## src/iorb_pkg.sv

```systemverilog
package iorb_pkg;

  // Register map geometry
  localparam int unsigned IORB_DW   = 8;
  localparam int unsigned IORB_NREG = 25;
  localparam int unsigned IORB_IOW  = 6;
  localparam int unsigned IORB_AW   = 8;

  localparam logic [IORB_IOW-1:0] IORB_IO_LAST  = 6'h18;  // Highest implemented address
  localparam logic [IORB_IOW-1:0] IORB_BIT_MAX  = 6'h1F;  // Top of bit-accessible range
  localparam logic [IORB_AW-1:0]  IORB_DS_OFS   = 8'h20;  // Data-space alias offset
  localparam logic [IORB_AW-1:0]  IORB_DS_LAST  = 8'h5F;  // Last data-space alias of I/O
  localparam logic [IORB_AW-1:0]  IORB_IO_TOP   = 8'h3F;  // Last I/O-space address

  // Register offsets
  localparam logic [IORB_IOW-1:0] IORB_POWER_REDUCTION_CONTROL   = 6'h00;
  localparam logic [IORB_IOW-1:0] IORB_DIGITAL_INPUT_DISABLE_0   = 6'h01;
  localparam logic [IORB_IOW-1:0] IORB_CONVERTER_CONTROL_B       = 6'h03;
  localparam logic [IORB_IOW-1:0] IORB_CONVERTER_RESULT_LOW      = 6'h04;
  localparam logic [IORB_IOW-1:0] IORB_CONVERTER_RESULT_HIGH     = 6'h05;
  localparam logic [IORB_IOW-1:0] IORB_CONVERTER_CONTROL_STATUS_A = 6'h06;
  localparam logic [IORB_IOW-1:0] IORB_CONVERTER_CHANNEL_SELECT  = 6'h07;
  localparam logic [IORB_IOW-1:0] IORB_COMPARATOR_CONTROL_STATUS = 6'h08;
  localparam logic [IORB_IOW-1:0] IORB_TIMER1_FLAGS              = 6'h0B;
  localparam logic [IORB_IOW-1:0] IORB_TIMER1_INTERRUPT_MASK     = 6'h0C;
  localparam logic [IORB_IOW-1:0] IORB_SERIAL_IFACE_CONTROL      = 6'h0D;
  localparam logic [IORB_IOW-1:0] IORB_SERIAL_IFACE_STATUS       = 6'h0E;
  localparam logic [IORB_IOW-1:0] IORB_SERIAL_IFACE_SHIFT_DATA   = 6'h0F;
  localparam logic [IORB_IOW-1:0] IORB_SERIAL_IFACE_BUFFER       = 6'h10;
  localparam logic [IORB_IOW-1:0] IORB_PIN_CHANGE_MASK_0         = 6'h12;
  localparam logic [IORB_IOW-1:0] IORB_SCRATCH_REGISTER_0        = 6'h13;
  localparam logic [IORB_IOW-1:0] IORB_SCRATCH_REGISTER_1        = 6'h14;
  localparam logic [IORB_IOW-1:0] IORB_SCRATCH_REGISTER_2        = 6'h15;
  localparam logic [IORB_IOW-1:0] IORB_PORT_B_PIN_LEVELS         = 6'h16;
  localparam logic [IORB_IOW-1:0] IORB_PORT_B_DIRECTION          = 6'h17;
  localparam logic [IORB_IOW-1:0] IORB_PORT_B_OUTPUT_LATCH       = 6'h18;

  typedef logic [IORB_NREG-1:0][IORB_DW-1:0] iorb_bank_t;

  // Bits software may write and read back
  localparam iorb_bank_t IORB_RW_MASK = '{
    0: 8'h0F, 1: 8'hFF, 3: 8'hD7, 6: 8'hEF, 7: 8'hFF, 8: 8'hCF, 12: 8'h27,
    13: 8'hFF, 14: 8'h0F, 15: 8'hFF, 18: 8'hFF, 19: 8'hFF, 20: 8'hFF,
    21: 8'hFF, 23: 8'h0F, 24: 8'h0F, default: 8'h00};
  // Flags set by hardware, cleared by a written one
  localparam iorb_bank_t IORB_W1C_MASK = '{
    6: 8'h10, 8: 8'h10, 11: 8'h27, 14: 8'hE0, default: 8'h00};
  // Bits that show live peripheral state
  localparam iorb_bank_t IORB_HW_MASK = '{
    4: 8'hFF, 5: 8'hFF, 8: 8'h20, 14: 8'h10, 16: 8'hFF, 22: 8'h0F,
    default: 8'h00};
  localparam iorb_bank_t IORB_RST_VAL = '{default: 8'h00};

  // Core access kinds
  typedef enum logic [2:0] {
    IORB_OP_READ      = 3'h0,
    IORB_OP_WRITE     = 3'h1,
    IORB_OP_SINGLE_BIT_SET   = 3'h2,
    IORB_OP_SINGLE_BIT_CLEAR = 3'h3,
    IORB_OP_SKIP_IF_BIT_SET   = 3'h4,
    IORB_OP_SKIP_IF_BIT_CLEAR = 3'h5
  } iorb_op_t;

  typedef struct packed {
    logic              valid;
    iorb_op_t          op;
    logic              data_space;  // Address is a data-space address
    logic [IORB_AW-1:0] addr;
    logic [2:0]        bit_sel;
    logic [IORB_DW-1:0] wdata;
  } iorb_req_t;

  typedef struct packed {
    logic              ack;
    logic              hit;         // Mapped and accepted
    logic              err;         // Reserved target or illegal bit access
    logic [IORB_DW-1:0] rdata;
    logic              bit_val;
    logic              skip;
  } iorb_rsp_t;

endpackage
```

## src/iorb_bank.sv

```systemverilog
`timescale 1ns/1ns
module iorb_bank
  import iorb_pkg::*;
(
  input  wire logic       i_clk,
  input  wire logic       i_nrst,
  input  wire logic       i_ce,
  input  wire iorb_req_t  i_req,
  input  wire iorb_bank_t i_hw_set,
  input  wire iorb_bank_t i_hw_val,
  output iorb_rsp_t       o_rsp,
  output iorb_bank_t      o_regs
);

  // Response state; register contents are held in the cells
  typedef struct packed {
    iorb_rsp_t rsp;
  } iorb_bank_st_t;

  iorb_bank_st_t         st_r;
  iorb_bank_st_t         st_nxt;
  iorb_bank_t            rd_bank;
  logic [IORB_IOW-1:0]   io_addr;
  logic                  in_space;
  logic                  mapped;
  logic                  is_write;
  logic                  is_bit_wr;
  logic                  is_bit_test;
  logic                  bit_ok;
  logic                  accept;
  logic                  do_wr;
  logic [IORB_DW-1:0]    wmask;
  logic [IORB_DW-1:0]    wdata;
  logic [IORB_DW-1:0]    rd_sel;
  logic [IORB_AW-1:0]    ds_diff;

  // Operation classes
  assign is_write    = (i_req.op == IORB_OP_WRITE);
  assign is_bit_wr   = (i_req.op == IORB_OP_SINGLE_BIT_SET) ||
                       (i_req.op == IORB_OP_SINGLE_BIT_CLEAR);
  assign is_bit_test = (i_req.op == IORB_OP_SKIP_IF_BIT_SET) ||
                       (i_req.op == IORB_OP_SKIP_IF_BIT_CLEAR);

  // Both address paths fold onto one I/O index, so one storage serves both
  always_comb begin
    ds_diff  = i_req.addr - IORB_DS_OFS;
    in_space = 1'b0;
    io_addr  = '0;
    if (i_req.data_space) begin
      in_space = (i_req.addr >= IORB_DS_OFS) && (i_req.addr <= IORB_DS_LAST);
      io_addr  = ds_diff[IORB_IOW-1:0];
    end else begin
      in_space = (i_req.addr <= IORB_IO_TOP);
      io_addr  = i_req.addr[IORB_IOW-1:0];
    end
  end

  // A location is mapped when any of its bits is implemented
  always_comb begin
    mapped = 1'b0;
    if (in_space && (io_addr <= IORB_IO_LAST)) begin
      mapped = |(IORB_RW_MASK[io_addr[4:0]] | IORB_W1C_MASK[io_addr[4:0]] |
                 IORB_HW_MASK[io_addr[4:0]]);
    end
  end

  // Bit operations only come through the I/O path and the low range
  assign bit_ok = !i_req.data_space && in_space && (io_addr <= IORB_BIT_MAX);

  // Writes to reserved locations are dropped, the core expects none
  assign accept = i_req.valid && mapped && (!(is_bit_wr || is_bit_test) || bit_ok);
  assign do_wr  = i_ce && accept && (is_write || is_bit_wr);

  // Byte write hits every lane; a bit op drives one lane only
  always_comb begin
    wmask = 8'hFF;
    wdata = i_req.wdata;
    if (is_bit_wr) begin
      wmask = 8'h01 << i_req.bit_sel;
      wdata = (i_req.op == IORB_OP_SINGLE_BIT_SET) ? 8'hFF : 8'h00;
    end
  end

  // One cell per location; reserved ones have empty masks and fold away
  for (genvar k = 0; k < IORB_NREG; k++) begin : g_cell
    iorb_cell #(
      .RW_MASK  (IORB_RW_MASK[k]),
      .W1C_MASK (IORB_W1C_MASK[k]),
      .HW_MASK  (IORB_HW_MASK[k]),
      .RST_VAL  (IORB_RST_VAL[k])
    ) u_cell (
      .i_clk    (i_clk),
      .i_nrst   (i_nrst),
      .i_ce     (i_ce),
      .i_wr     (do_wr && (io_addr == IORB_IOW'(k))),
      .i_wmask  (wmask),
      .i_wdata  (wdata),
      .i_hw_set (i_hw_set[k]),
      .i_hw_val (i_hw_val[k]),
      .o_q      (o_regs[k]),
      .o_rd     (rd_bank[k])
    );
  end

  // Read value before this access takes effect
  assign rd_sel = mapped ? rd_bank[io_addr[4:0]] : 8'h00;

  // Answer is one cycle after the request, held one cycle
  always_comb begin
    st_nxt          = st_r;
    st_nxt.rsp      = '0;
    if (i_req.valid) begin
      st_nxt.rsp.ack = 1'b1;
      st_nxt.rsp.hit = accept;
      st_nxt.rsp.err = !accept;
      if (accept && (i_req.op == IORB_OP_READ)) begin
        st_nxt.rsp.rdata = rd_sel;
      end
      if (accept && is_bit_test) begin
        st_nxt.rsp.bit_val = rd_sel[i_req.bit_sel];
        st_nxt.rsp.skip    = (i_req.op == IORB_OP_SKIP_IF_BIT_SET) ?
                             rd_sel[i_req.bit_sel] : !rd_sel[i_req.bit_sel];
      end
    end
  end

  always_ff @(posedge i_clk or negedge i_nrst) begin
    if (!i_nrst) begin
      st_r <= '0;
    end else if (i_ce) begin
      st_r <= st_nxt;
    end
  end

  assign o_rsp = st_r.rsp;

endmodule // iorb_bank

```

## src/iorb_cell.sv

```systemverilog
`timescale 1ns/1ns
module iorb_cell
  import iorb_pkg::*;
#(
  parameter logic [IORB_DW-1:0] RW_MASK  = 8'hFF,
  parameter logic [IORB_DW-1:0] W1C_MASK = 8'h00,
  parameter logic [IORB_DW-1:0] HW_MASK  = 8'h00,
  parameter logic [IORB_DW-1:0] RST_VAL  = 8'h00
) (
  input  wire logic               i_clk,
  input  wire logic               i_nrst,
  input  wire logic               i_ce,
  input  wire logic               i_wr,
  input  wire logic [IORB_DW-1:0] i_wmask,
  input  wire logic [IORB_DW-1:0] i_wdata,
  input  wire logic [IORB_DW-1:0] i_hw_set,
  input  wire logic [IORB_DW-1:0] i_hw_val,
  output logic      [IORB_DW-1:0] o_q,
  output logic      [IORB_DW-1:0] o_rd
);

  typedef struct packed {
    logic [IORB_DW-1:0] q;
  } iorb_cell_st_t;

  localparam logic [IORB_DW-1:0] KEEP = RW_MASK | W1C_MASK;

  iorb_cell_st_t st_r;
  iorb_cell_st_t st_nxt;
  logic [IORB_DW-1:0] wsel;
  logic [IORB_DW-1:0] clr;

  // Next value: plain bits follow the write, flags clear on one, set wins
  always_comb begin
    st_nxt = st_r;
    wsel   = i_wr ? i_wmask : 8'h00;
    clr    = wsel & i_wdata & W1C_MASK;
    st_nxt.q = (st_r.q & ~(wsel & RW_MASK)) | (i_wdata & wsel & RW_MASK);
    st_nxt.q = ((st_nxt.q & ~clr) | (i_hw_set & W1C_MASK)) & KEEP;
  end

  always_ff @(posedge i_clk or negedge i_nrst) begin
    if (!i_nrst) begin
      st_r.q <= RST_VAL & KEEP;
    end else if (i_ce) begin
      st_r <= st_nxt;
    end
  end

  // Reserved bits read zero; live bits come straight from the peripheral
  assign o_q  = st_r.q;
  assign o_rd = (st_r.q & KEEP) | (i_hw_val & HW_MASK);

endmodule // iorb_cell

```

## config.mk

```make
export PLATFORM = sky130hd
export DESIGN_NAME = iorb_bank
export DESIGN_NICKNAME = d
export VERILOG_FILES = /design/src/iorb_pkg.sv /design/src/iorb_bank.sv /design/src/iorb_cell.sv
export SDC_FILE = /design/constraint.sdc
export NUM_CORES = 1
export LEC_CHECK = 0
export ABC_AREA = 1
export BUFFER_PORTS_ARGS = -buffer_cell sky130_fd_sc_hd__buf_2
export CAP_MARGIN = 20
export CORE_AREA = 2 2 252 254
export DETAILED_ROUTE_END_ITERATION = 8
export DIE_AREA = 0 0 254 256
export GPL_TIMING_DRIVEN = 0
export PLACE_DENSITY = 0.5
export SYNTH_ARGS = -nofsm -noshare
export SYNTH_HDL_FRONTEND = slang
export SYNTH_HIERARCHICAL = 1
export SYNTH_SLANG_ARGS = --single-unit
```

## constraint.sdc

```tcl
create_clock -name i_clk -period 3.15 [get_ports i_clk]
set_input_delay 0.7875 -clock i_clk [delete_from_list [all_inputs] [get_ports i_clk]]
set_output_delay 0.7875 -clock i_clk [all_outputs]
set_load 0.02 [all_outputs]
```

== Yosys cells after proc, flatten, opt, wreduce, memory -nomap -nowiden ==
Memories as Yosys holds them, arrays and structs flattened.
Cells that the tools add are included.

* Output and inout bits: 213
* Memories kept: 3
* Word-level logic and storage cells: 211
* Bits in read-only memories: 768
* Register bits: 125

{| class="wikitable"
|+ Memory list
! name !! words !! width !! read ports !! clocked after Yosys merged registers in !! wr ports !! line !! source
|-
| (no name shown) || 32 || 8 || 1 || 0 || 0 || iorb_bank.sv:63 || <nowiki>IORB_HW_MASK[io_addr[4:0]]);</nowiki>
|-
| (no name shown) || 32 || 8 || 1 || 0 || 0 || iorb_bank.sv:62 || <nowiki>mapped = |(IORB_RW_MASK[io_addr[4:0]] | IORB_W1C_MASK[io_addr[4:0]] |</nowiki>
|-
| (no name shown) || 32 || 8 || 1 || 0 || 0 || iorb_bank.sv:62 ||
|}

* $lt $le $gt $ge: 7
* Muxes and demuxes: 35
* Equal/unequal tests: 21
* Bitwise operators: 81
* Shifts and indexed selects: 1
* Reduce and logical (&&, ||, !) cells: 39
* $add $sub $neg: 1

{| class="wikitable"
|+ Operators by type and width
! cell !! count
|-
| $and A8 B8 Y8 || 27
|-
| $mux W8 || 21
|-
| $or A8 B8 Y8 || 14
|-
| $not A8 Y8 || 12
|-
| $bmux W8 S5 || 1
|-
| $eq A6 B5 Y1 const B || 6
|-
| $eq A6 B4 Y1 const B || 5
|-
| $logic_and A1 B1 Y1 || 27
|-
| $and A4 B4 Y4 || 6
|-
| $and A6 B6 Y6 || 4
|-
| $or A8 B5 Y8 || 3
|-
| $eq A6 B3 Y1 const B || 3
|-
| $mux W6 || 3
|-
| $not A5 Y8 || 2
|-
| $mux W13 || 1
|-
| $le A6 B5 Y1 const B || 2
|-
| $mux W4 || 3
|-
| $not A4 Y4 || 3
|-
| $not A6 Y6 || 2
|-
| $or A4 B4 Y4 || 3
|-
| $or A6 B6 Y6 || 2
|-
| $ge A8 B6 Y1 const B || 1
|-
| $le A8 B6 Y1 const B || 1
|-
| $le A8 B7 Y1 const B || 1
|-
| 20 further kinds || 32
|}

== Longest topological paths before layout ==
Gate-level depths: netlist of the first run.

* Word-level depth: 19
* Mapped depth: 21

== Hierarchy ==
Netlist of the first run, hierarchy kept.

{| class="wikitable"
|+ Modules (own cells, without submodules)
! module !! cells each !! area an instance (um^2) !! seq. area each (um^2) !! instances
|-
| iorb_cell (g_cell[11].u_cell ...) || 51 || 454.2 || 200.2 || 8
|-
| iorb_bank || 667 || 3235.6 || 325.3 || 1
|-
| iorb_cell (g_cell[0].u_cell ...) || 35 || 291.5 || 100.1 || 4
|-
| iorb_cell (g_cell[14].u_cell ...) || 17 || 123.9 || 0.0 || 8
|-
| iorb_cell (g_cell[18].u_cell) || 51 || 417.9 || 200.2 || 1
|-
| iorb_cell (g_cell[10].u_cell) || 47 || 379.1 || 175.2 || 1
|-
| iorb_cell (g_cell[16].u_cell) || 47 || 376.6 || 175.2 || 1
|-
| iorb_cell (g_cell[21].u_cell) || 43 || 360.3 || 150.1 || 1
|-
| iorb_cell (g_cell[13].u_cell) || 34 || 265.3 || 100.1 || 1
|}

== Worst setup path after synthesis of the first run ==
OpenSTA, ideal clock, no wires.

* Path kind: input-to-reg
* Start: in i_req[11] (netlist name)
* End: reg with a tool-made name
* Data arrival time: 3.528 ns
* Stages on the path: 19
* Setup slack: -0.507 ns
* Data required time: 3.021 ns
* Cells stage by stage: buf_4 > inv_2 > buf_4 > buf_2 > ha_1 > inv_1 > ha_1 > nand2_1 > o21ai_1 > a21oi_2 > and3_4 > nand4_2 > nor2_1 > inv_2 > nor3_1 > buf_6 > nand3_2 > nand2_1 > nand2_1

{| class="wikitable"
|+ RTL lines
! element !! line !! source
|-
| from (decl) || iorb_bank.sv:8 || <nowiki>input wire iorb_req_t i_req,</nowiki>
|}

==> reports/results.txt, run 1 <==
GRT met1 Usage -> 22.32%
ant diodes -> 0
Fin. Hold Viols -> 0
vias in the first global route -> 10200
Skew-Pair Late Insertion Delay -> 0.45 ns
Worst-Margin Slew -> 1.202 ns
final setup violation count -> 0
Clk network pwr share -> 45.5%
Pleak -> 7.646 nW
Fillers -> 7109
Ys Warns -> 6
met3 usage in global routing -> 4.393%
routability cong. -> 0.9055
first-pass GRT wire length -> 74.02 mm
Switch Pwr -> 1.580 mW
most common cell after layout, fill and taps aside -> nand2_1
post-route ant nets -> 0
Post-Layout Inst Area -> 14660 sq um
die area -> 65020 sq um
width of the die -> 254 um
most frequent cells in the layout -> nand2_1 (526), buf_4 (309), nand3_1 (186)
met2 Track Usage GR -> 23.85%
status -> complete, no violations
fin cells -> 2764
share of layout cells above drive strength 1 -> 33.84%
P_int -> 3.424 mW
routed vias/inst -> 4.014
Port Buf Inserts -> 158
Gate Count Post-Synth -> 1565
Avg Cell Area, Syn -> 6.888 sq um
Crit Path Max Fanout -> 8
Max-slew headroom -> 19.65%
Pwr Density -> 341.2 nW/um^2
startpoint types -> input port
drt drc -> 0
slowest cell on the critical path -> or2_1
TritonRoute pass-1 iters -> 5
MaxCap Viol Count -> 0
Worst path max stage delay -> 0.32 ns
DR vias -> 11100
core area -> 62390 sq um
Clock Sinks -> 125
Die Y -> 256 um
initial DRC count -> 901
I/O pin cnt -> 640
Num CTS Buffers -> 17
DR WL/cell -> 18.93 um
worst r2r path cells -> 16
Sw Share -> 31.57%
dpl cell area -> 13520 sq um
Hold-fix buffers, CTS -> 0
Pins Over Slew Limit -> 0
worst-path cell chain -> buf_8 > buf_8 > clkinv_8 > nand3_4 > a21oi_4 > o211ai_1 > a21oi_4 > and3_4 > nand4_4 > or2_1 > buf_6 > nor3_4 > buf_12 > buf_6 > nand3_2 > nand2_1 > nand2_1
initial antenna violation count -> 6
kind of end point of the critical path -> flip-flop
CTS HTree Levels -> 4
final wirelength -> 52.34 mm
layout overhead on the synthesized area -> 36.03%
Fmax -> 0.3213 GHz
Tcrit/Tclk final -> 98.81%
Critical Path RT -> 3.48 ns
GR Overflow Total -> 0
Starting Density -> 17.28%
Setup Skew -> 0.008895 ns
FP Rows -> 92
logic gate share of total power -> 22.1%
root buffer selected by CTS -> clkbuf_16
largest net degree at the start of global routing -> 70
Crit Path Class -> in -> reg
peak supply drop -> 358.4 uV
# nets final -> 2340
TritonCTS clock tree -> done
Post-Syn Area -> 10780 sq um
sequential share of power -> 32.3%
Reg area -> 3128 sq um
clock-pin transition on the worst setup and hold timing paths -> 0.06 ns
Multi-input gate area -> 5489 sq um
post-layout min period -> 3.112 ns
RSZ-0062 raised after global routing -> yes
CP Data Arrival Time -> 3.44 ns
GRT Util Overall -> 15.85%
Hold/Removal Path Class -> in -> async
layer with the highest usage -> met2
placed cells -> 2709
HPWL after DPL -> 40.45 mm
CTS Buffer Depth -> 2
==> metrics by stage <==
stage / setup WS (ns) / power [mW] / hold WS [ns] / setup TNS [ns] / utilization [%]
final: 0.03761 / 5.004 / 0.3570 / 0 / 23.50
after global routing: -0.05072 / 5.194 / 0.3927 / -0.1819 / 23.50
after CTS: 0.02053 / 5.007 / 0.3759 / 0 / 23.10
after detailed placement: -1.281 / 2.691 / 0.4622 / -120.73 / 21.68
after global placement: -2.251 / 2.644 / 0.4649 / -255.70 / 21.20
after floorplan: -0.09178 / 2.293 / 0.4919 / -0.3894 / -
==> final cells by class <==
class / instances / area share (%)
Tap cell: 846 / 7.218
Buffer: 365 / 19.23
Inverter: 47 / 1.408
Multi-Input combinational cell: 1157 / 37.43
Timing Repair Buffer: 192 / 8.908
Clock inverter: 12 / 1.425
Clock buffer: 20 / 3.046
Sequential cell: 125 / 21.33
==> what timing repair did <==
item / in CTS / in global routing
cloned: 1 / 1
pin swaps: 8 / 15
endpoints found under the setup margin: 113 / 102
resized for setup: 30 / 34
buffers inserted: 11 / 9
hold endpoints to repair: 0 / 0
==> path summary, 6_finish.rpt <==
| kind | start | end | slack, ns |
|---|---|---|---|
| max in group asynchronous | i_nrst | async pin | 2.00 |
| worst min register to register | o_rsp[12]$_DFFE_PN0P_ | o_rsp[12]$_DFFE_PN0P_ | 0.47 |
| worst min-delay path | i_nrst | o_rsp[11]$_DFFE_PN0P_ | 0.36 |
| min in group i_clk | o_rsp[12]$_DFFE_PN0P_ | o_rsp[12]$_DFFE_PN0P_ | 0.47 |
| worst max register to register | g_cell[13].u_cell/o_q[5]$_DFFE_PN0P_ | o_rsp[0]$_DFFE_PN0P_ | 0.89 |
| worst max-delay path | i_req[11] | flip-flop | 0.04 |
==> critical path, delay by kind of cell <==
kind	cells	cell delay (ns)
AOI/OAI and AO/OA	3	0.74
buffers and inverters	6	0.68
and+or+nand+nor	8	1.23
==> power by group through the flow <==
stage	Clock [mW]	Sequential [mW]	Combinational (mW)
finish	2.28	1.62	1.11
global route	2.39	1.62	1.19
CTS	2.32	1.62	1.07
detailed placement	0	1.65	1.04
global placement	0	1.65	0.996
floorplan	0	1.65	0.638
==> per-layer routing <==
metal	up-vias	part of all wire (%)	wire, um
li1	5391	-	-
met1	5153	46	24270
met2	471	43	22510
met3	68	8.5	4445
met4	12	2.0	1027
met5	-	0.15	79
Note: power is estimated with default switching activity, not from simulation.
==> run 2: changes to the inputs <==
- PLACE_DENSITY: 0.5 -> 0.51
- clock period: 3.15 -> 2.7 ns (I/O delays scaled with it)
==> reports/results.txt, run 2 (synthesized netlist as in run 1, its figures left out) <==
core area -> 62390 sq um (unchanged)
min setup slack post-route -> -0.1942 ns (-0.2318 ns)
Pins Over Slew Limit -> 0 (unchanged)
dpl ws -> -1.292 ns (-0.01080 ns)
slowest cell on the critical path -> nor2_4
Fillers -> 7005 (-1.5%)
TritonCTS clock tree -> done
Top delay family on crit path -> simple AND/OR/NAND/NOR gates
first-pass GRT wire length -> 73.21 mm (-1.1%)
Skew-Pair Late Insertion Delay -> 0.45 ns (about the same)
Die Y -> 256 um (unchanged)
DR WL/cell -> 18.61 um (-1.7%)
routability cong. -> 0.8593 (-5.1%)
CTS Buffer Depth -> 2 (unchanged)
CTS HTree Levels -> 4 (unchanged)
Switch Pwr -> 1.896 mW (+20%)
largest net degree at the start of global routing -> 71 (+1.4%)
peak supply drop -> 368.7 uV (+2.9%)
Critical Path RT -> 3.08 ns (-0.40 ns)
Hold/Removal Path Class -> in -> async
Hold-fix buffers, CTS -> 0 (unchanged)
Setup TNS Final -> -12.26 ns (-12.26 ns)
I/O pin cnt -> 640 (unchanged)
DR vias -> 11370 (+2.4%)
Fmax -> 0.3455 GHz
Crit Path Class -> in -> reg
Post-Layout Inst Area -> 15140 sq um (+3.2%)
Num CTS Buffers -> 17 (unchanged)
most frequent cells in the layout -> nand2_1 (517), buf_4 (314), buf_2 (171)
Final Util -> 24.27% (+0.76 points)
root buffer selected by CTS -> clkbuf_16
MaxCap Viol Count -> 0 (unchanged)
initial DRC count -> 984 (+9.2%)
clock-pin transition on the worst setup and hold timing paths -> 0.06 ns (about the same)
WHS -> 0.2671 ns (-0.08995 ns)
Starting Density -> 17.28% (unchanged)
RSZ-0062 raised after global routing -> yes
width of the die -> 254 um (unchanged)
placed cells -> 2708 (-0.037%)
GR Overflow Total -> 0 (unchanged)
initial antenna violation count -> 4 (-2)
dpl cell area -> 13570 sq um (+0.32%)
worst-path cell chain -> buf_12 > buf_8 > inv_8 > buf_12 > ha_4 > inv_4 > ha_4 > nand2_2 > o21ai_2 > a21oi_4 > and3_4 > nand4_4 > buf_6 > nor2_4 > nand2_4 > nor2_4 > buf_2 > nand4_1 > nand2_1
final wirelength -> 51.81 mm (-1.0%)
Tcrit/Tclk final -> 107.2%
GRT Util Overall -> 15.62% (-0.23 points)
Worst-Margin Slew -> 1.178 ns (-0.02461 ns)
Buf+Inv Stages, Crit Path -> 7 (+1)
Max-slew headroom -> 21.30% (+1.6 points)
drt drc -> 0 (unchanged)
routed vias/inst -> 4.084 (+1.7%)
Clock Sinks -> 125 (unchanged)
Crit Path Max Fanout -> 6 (-2)
FP Rows -> 92 (unchanged)
die area -> 65020 sq um (unchanged)
Pleak -> 7.819 nW (+2.3%)
Sw Share -> 33.21% (+1.6 points)
Port Buf Inserts -> 158 (unchanged)
Fin. Hold Viols -> 0 (unchanged)
Setup Skew -> 0.01389 ns (+0.004995 ns)
kind of end point of the critical path -> flip-flop
status -> complete, but fails checks
CP Data Arrival Time -> 3.27 ns (-0.17 ns)
r2r setup slk -> 0.61 ns (-0.28 ns)
Clk network pwr share -> 44.1% (-1.4 points)
# nets final -> 2358 (+0.77%)
worst setup path start -> i_req[11]
vias in the first global route -> 10330 (+1.3%)
logic gate share of total power -> 22.8% (+0.7 points)
final setup violation count -> 108 (+108)
HPWL after DPL -> 39.43 mm (-2.5%)
layout overhead on the synthesized area -> 40.44%
Pwr Density -> 377.1 nW/um^2 (+11%)
fin cells -> 2783 (+0.69%)
post-route ant nets -> 0 (unchanged)
TritonRoute pass-1 iters -> 6 (+1)
failing checks -> setup timing
Worst path max stage delay -> 0.23 ns (-0.09 ns)
overall power -> 5.708 mW (+14%)
most common cell after layout, fill and taps aside -> nand2_1
post-layout min period -> 2.894 ns
share of layout cells above drive strength 1 -> 37.76% (+3.9 points)
startpoint types -> input port
sequential share of power -> 33.1% (+0.8 points)
P_int -> 3.813 mW (+11%)
[run 2: worst paths after layout]
path,to,cells after the start
max,flip-flop,19
max in group asynchronous,async pin,2
min reg2reg,o_rsp[12]$_DFFE_PN0P_,2
min in group i_clk,g_cell[10].u_cell/o_q[7]$_DFFE_PN0P_,3
min,g_cell[10].u_cell/o_q[5]$_DFFE_PN0P_,1
max reg2reg,o_rsp[0]$_DFFE_PN0P_,16
[run 2: timing repair]
item	4_1_cts	5_1_grt
cloned	3	6
endpoints found under the setup margin	113	111
resized for setup	67	98
pin swaps	24	51
buffers inserted	25	10
[run 2: metal layers]
| layer | global-route usage, % | up-vias | routed length [um] |
|---|---|---|---|
| met4 | 3.513 | 4 | 1037 |
| li1 | - | 5447 | - |
| met1 | 22.51 | 5361 | 24040 |
| met3 | 3.763 | 56 | 4540 |
| met5 | 0 | - | 30 |
| met2 | 23.28 | 497 | 22160 |
[run 2: power by group through the flow]
stage / logic [mW] / registers, mW / clock network, mW
after detailed placement: 1.20 / 1.92 / 0
after floorplan: 0.750 / 1.93 / 0
after global routing: 1.39 / 1.89 / 2.63
after CTS: 1.25 / 1.89 / 2.56
final: 1.30 / 1.89 / 2.52
after global placement: 1.15 / 1.92 / 0
[run 2: layout make-up]
cell class              instances  area (sq um)  share of cell area (%)
diodes                          1         2.502                 0.01653
repair buffers                211          1458                   9.628
plain buffers                 364          2844                   18.79
well taps                     846          1059                   6.992
clock buffers                  18         439.2                   2.901
inverters                      47         203.9                   1.347
flip-flops and latches        125          3128                   20.66
multi-input cells            1157          5823                   38.46
clock inverters                14         182.7                   1.207
==> run 3: changes to the inputs <==
- CORE_AREA: 2 2 252 254 -> 3 3 246 248
- DIE_AREA: 0 0 254 256 -> 0 0 249 251
- PLACE_DENSITY: 0.51 -> unset
==> reports/results.txt, run 3 (synthesized netlist as in run 1, its figures left out) <==
CTS Buffer Depth -> 2 (unchanged)
RSZ-0062 raised after global routing -> yes
clock-pin transition on the worst setup and hold timing paths -> 0.06 ns (about the same)
routed vias/inst -> 4.271 (+4.6%)
final setup violation count -> 92 (-15%)
most frequent cells in the layout -> nand2_1 (509), buf_4 (312), buf_2 (177)
Fin. Hold Viols -> 0 (unchanged)
Worst-Margin Slew -> 1.222 ns (+0.04413 ns)
DR vias -> 11620 (+2.2%)
Pins Over Slew Limit -> 0 (unchanged)
die area -> 62500 sq um (-3.9%)
share of layout cells above drive strength 1 -> 40.32% (+2.6 points)
peak supply drop -> 356.1 uV (-3.4%)
Tcrit/Tclk final -> 107.2% (about the same)
MaxCap Viol Count -> 0 (unchanged)
Max-slew headroom -> 18.35% (-2.9 points)
first-pass GRT wire length -> 71.59 mm (-2.2%)
kind of end point of the critical path -> flip-flop
Setup Skew -> 0.008154 ns (-0.005736 ns)
Final Util -> 26.27% (+2.0 points)
GR Overflow Total -> 0 (unchanged)
TritonRoute pass-1 iters -> 5 (-1)
Skew-Pair Late Insertion Delay -> 0.44 ns (about the same)
Die Y -> 251 um (-2.0%)
# nets final -> 2369 (+0.47%)
dpl ws -> -1.238 ns (+0.05326 ns)
Worst path max stage delay -> 0.31 ns (+0.08 ns)
Num CTS Buffers -> 17 (unchanged)
worst r2r path cells -> 16 (unchanged)
Fillers -> 6441 (-8.1%)
post-layout min period -> 2.893 ns (-0.0009460 ns)
TritonCTS clock tree -> done
Crit Path Max Fanout -> 6 (unchanged)
final wirelength -> 51.04 mm (-1.5%)
GRT Util Overall -> 15.56% (-0.058 points)
Fmax -> 0.3456 GHz (about the same)
HPWL after DPL -> 38.10 mm (-3.4%)
ant diodes -> 0 (-1)
status -> complete, but fails checks
worst r2r src -> g_cell[10].u_cell/o_q[7]$_DFFE_PN0P_
failing checks -> setup timing
Reg2Reg Capture Point -> o_rsp[0]$_DFFE_PN0P_
I/O pin cnt -> 640 (unchanged)
drt drc -> 0 (unchanged)
Critical Path RT -> 3.03 ns (-0.05 ns)
layout overhead on the synthesized area -> 42.99%
min setup slack post-route -> -0.1932 ns (+0.0009460 ns)
r2r setup slk -> 0.62 ns (about the same)
placed cells -> 2635 (-2.7%)
routability cong. -> 0.9353 (+8.8%)
Hold/Removal Path Class -> in -> async
width of the die -> 249 um (-2.0%)
CP Data Arrival Time -> 3.22 ns (-0.05 ns)
worst-path cell chain -> buf_8 > buf_8 > inv_8 > buf_12 > ha_4 > inv_4 > ha_4 > nand2_4 > o21ai_4 > a21oi_4 > and3_4 > nand4_4 > or2_1 > buf_6 > nor3_4 > buf_6 > nand3_2 > nand2_2 > nand2_1
Clock Sinks -> 125 (unchanged)
slowest cell on the critical path -> or2_1
Starting Density -> 18.37% (+1.1 points)
largest net degree at the start of global routing -> 72 (+1.4%)
Pleak -> 7.904 nW (+1.1%)
core area -> 58690 sq um (-5.9%)
fin cells -> 2720 (-2.3%)
most common cell after layout, fill and taps aside -> nand2_1
startpoint types -> input port
overall power -> 5.849 mW (+2.5%)
Pwr Density -> 379.4 nW/um^2 (+0.63%)
DR WL/cell -> 18.77 um (+0.81%)
root buffer selected by CTS -> clkbuf_16
FP Rows -> 89 (-3.3%)
initial antenna violation count -> 0 (-4)
post-route ant nets -> 0 (unchanged)
Port Buf Inserts -> 158 (unchanged)
CTS HTree Levels -> 4 (unchanged)
Crit Path Class -> in -> reg
Buf+Inv Stages, Crit Path -> 7 (unchanged)
initial DRC count -> 1242 (+26%)
Top delay family on crit path -> simple AND/OR/NAND/NOR gates
vias in the first global route -> 10170 (-1.5%)
[run 3: cell count changes in the layout (fill, tap and decap cells not counted), sizes merged]
| cell | before | now |
|---|---|---|
| buf | 560 | 572 |
| bufinv | 3 | 5 |
| clkbuf | 32 | 31 |
| clkinv | 2 | 10 |
| clkinvlp | 5 | 1 |
| diode | 1 | 0 |
| inv | 51 | 45 |
[run 3: metal layers]
metal	track usage [%]	vias up	wire, um
li1	-	5454	-
met1	22.82	5419	23150
met2	22.09	678	21100
met3	4.635	67	5586
met4	3.785	0	1206
met5	0	-	0
[run 3: repair_timing]
action	CTS	global route
pin swaps	34	55
hold buffers	0	0
cloned	6	4
buffers inserted	39	4
resized for setup	97	109
setup endpoints to repair	113	114
[run 3: power by group]
| group | total [mW] | leakage [nW] | switching, mW | internal, mW |
|---|---|---|---|---|
| Sequential | 1.89 | 1.70 | 0.00689 | 1.88 |
| Combinational | 1.32 | 5.89 | 0.874 | 0.442 |
| Clock | 2.64 | 0.320 | 0.979 | 1.67 |
[run 3: how the worst max path moves through the flow]
stage / start / end / slack, ns / depth (start not counted)
floorplan: i_req[11] / flip-flop / -0.46 / 19
global placement: i_req[9] / flip-flop / -2.61 / 7
detailed placement: i_req[12] / flip-flop / -1.24 / 20
CTS: i_req[11] / flip-flop / -0.17 / 19
global route: i_req[11] / flip-flop / -0.29 / 19
finish: i_req[11] / flip-flop / -0.19 / 19
[run 3: layout make-up]
type                       count  area [sq um]  share of cell area (%)
sequential                   125          3128                   20.29
inverter                      47         211.5                   1.372
multi-input combinational   1157          6050                   39.25
clock inverter                14         216.5                   1.404
clock buffer                  18         439.2                   2.849
buffer                       365          2823                   18.31
tap                          773         967.2                   6.274
timing repair buffer         221          1580                   10.25
[run 3: through the flow]
step | cell area (sq um) | setup TNS (ns) | hold WS [ns]
5_1_grt | 15410 | -17.10 | 0.2449
2_1_floorplan | 11460 | -25.21 | 0.3794
6_report | 15410 | -7.355 | 0.2007
3_5_place_dp | 13490 | -114.47 | 0.4563
4_1_cts | 14900 | -2.919 | 0.2232
3_3_place_gp | 13220 | -295.78 | 0.4536
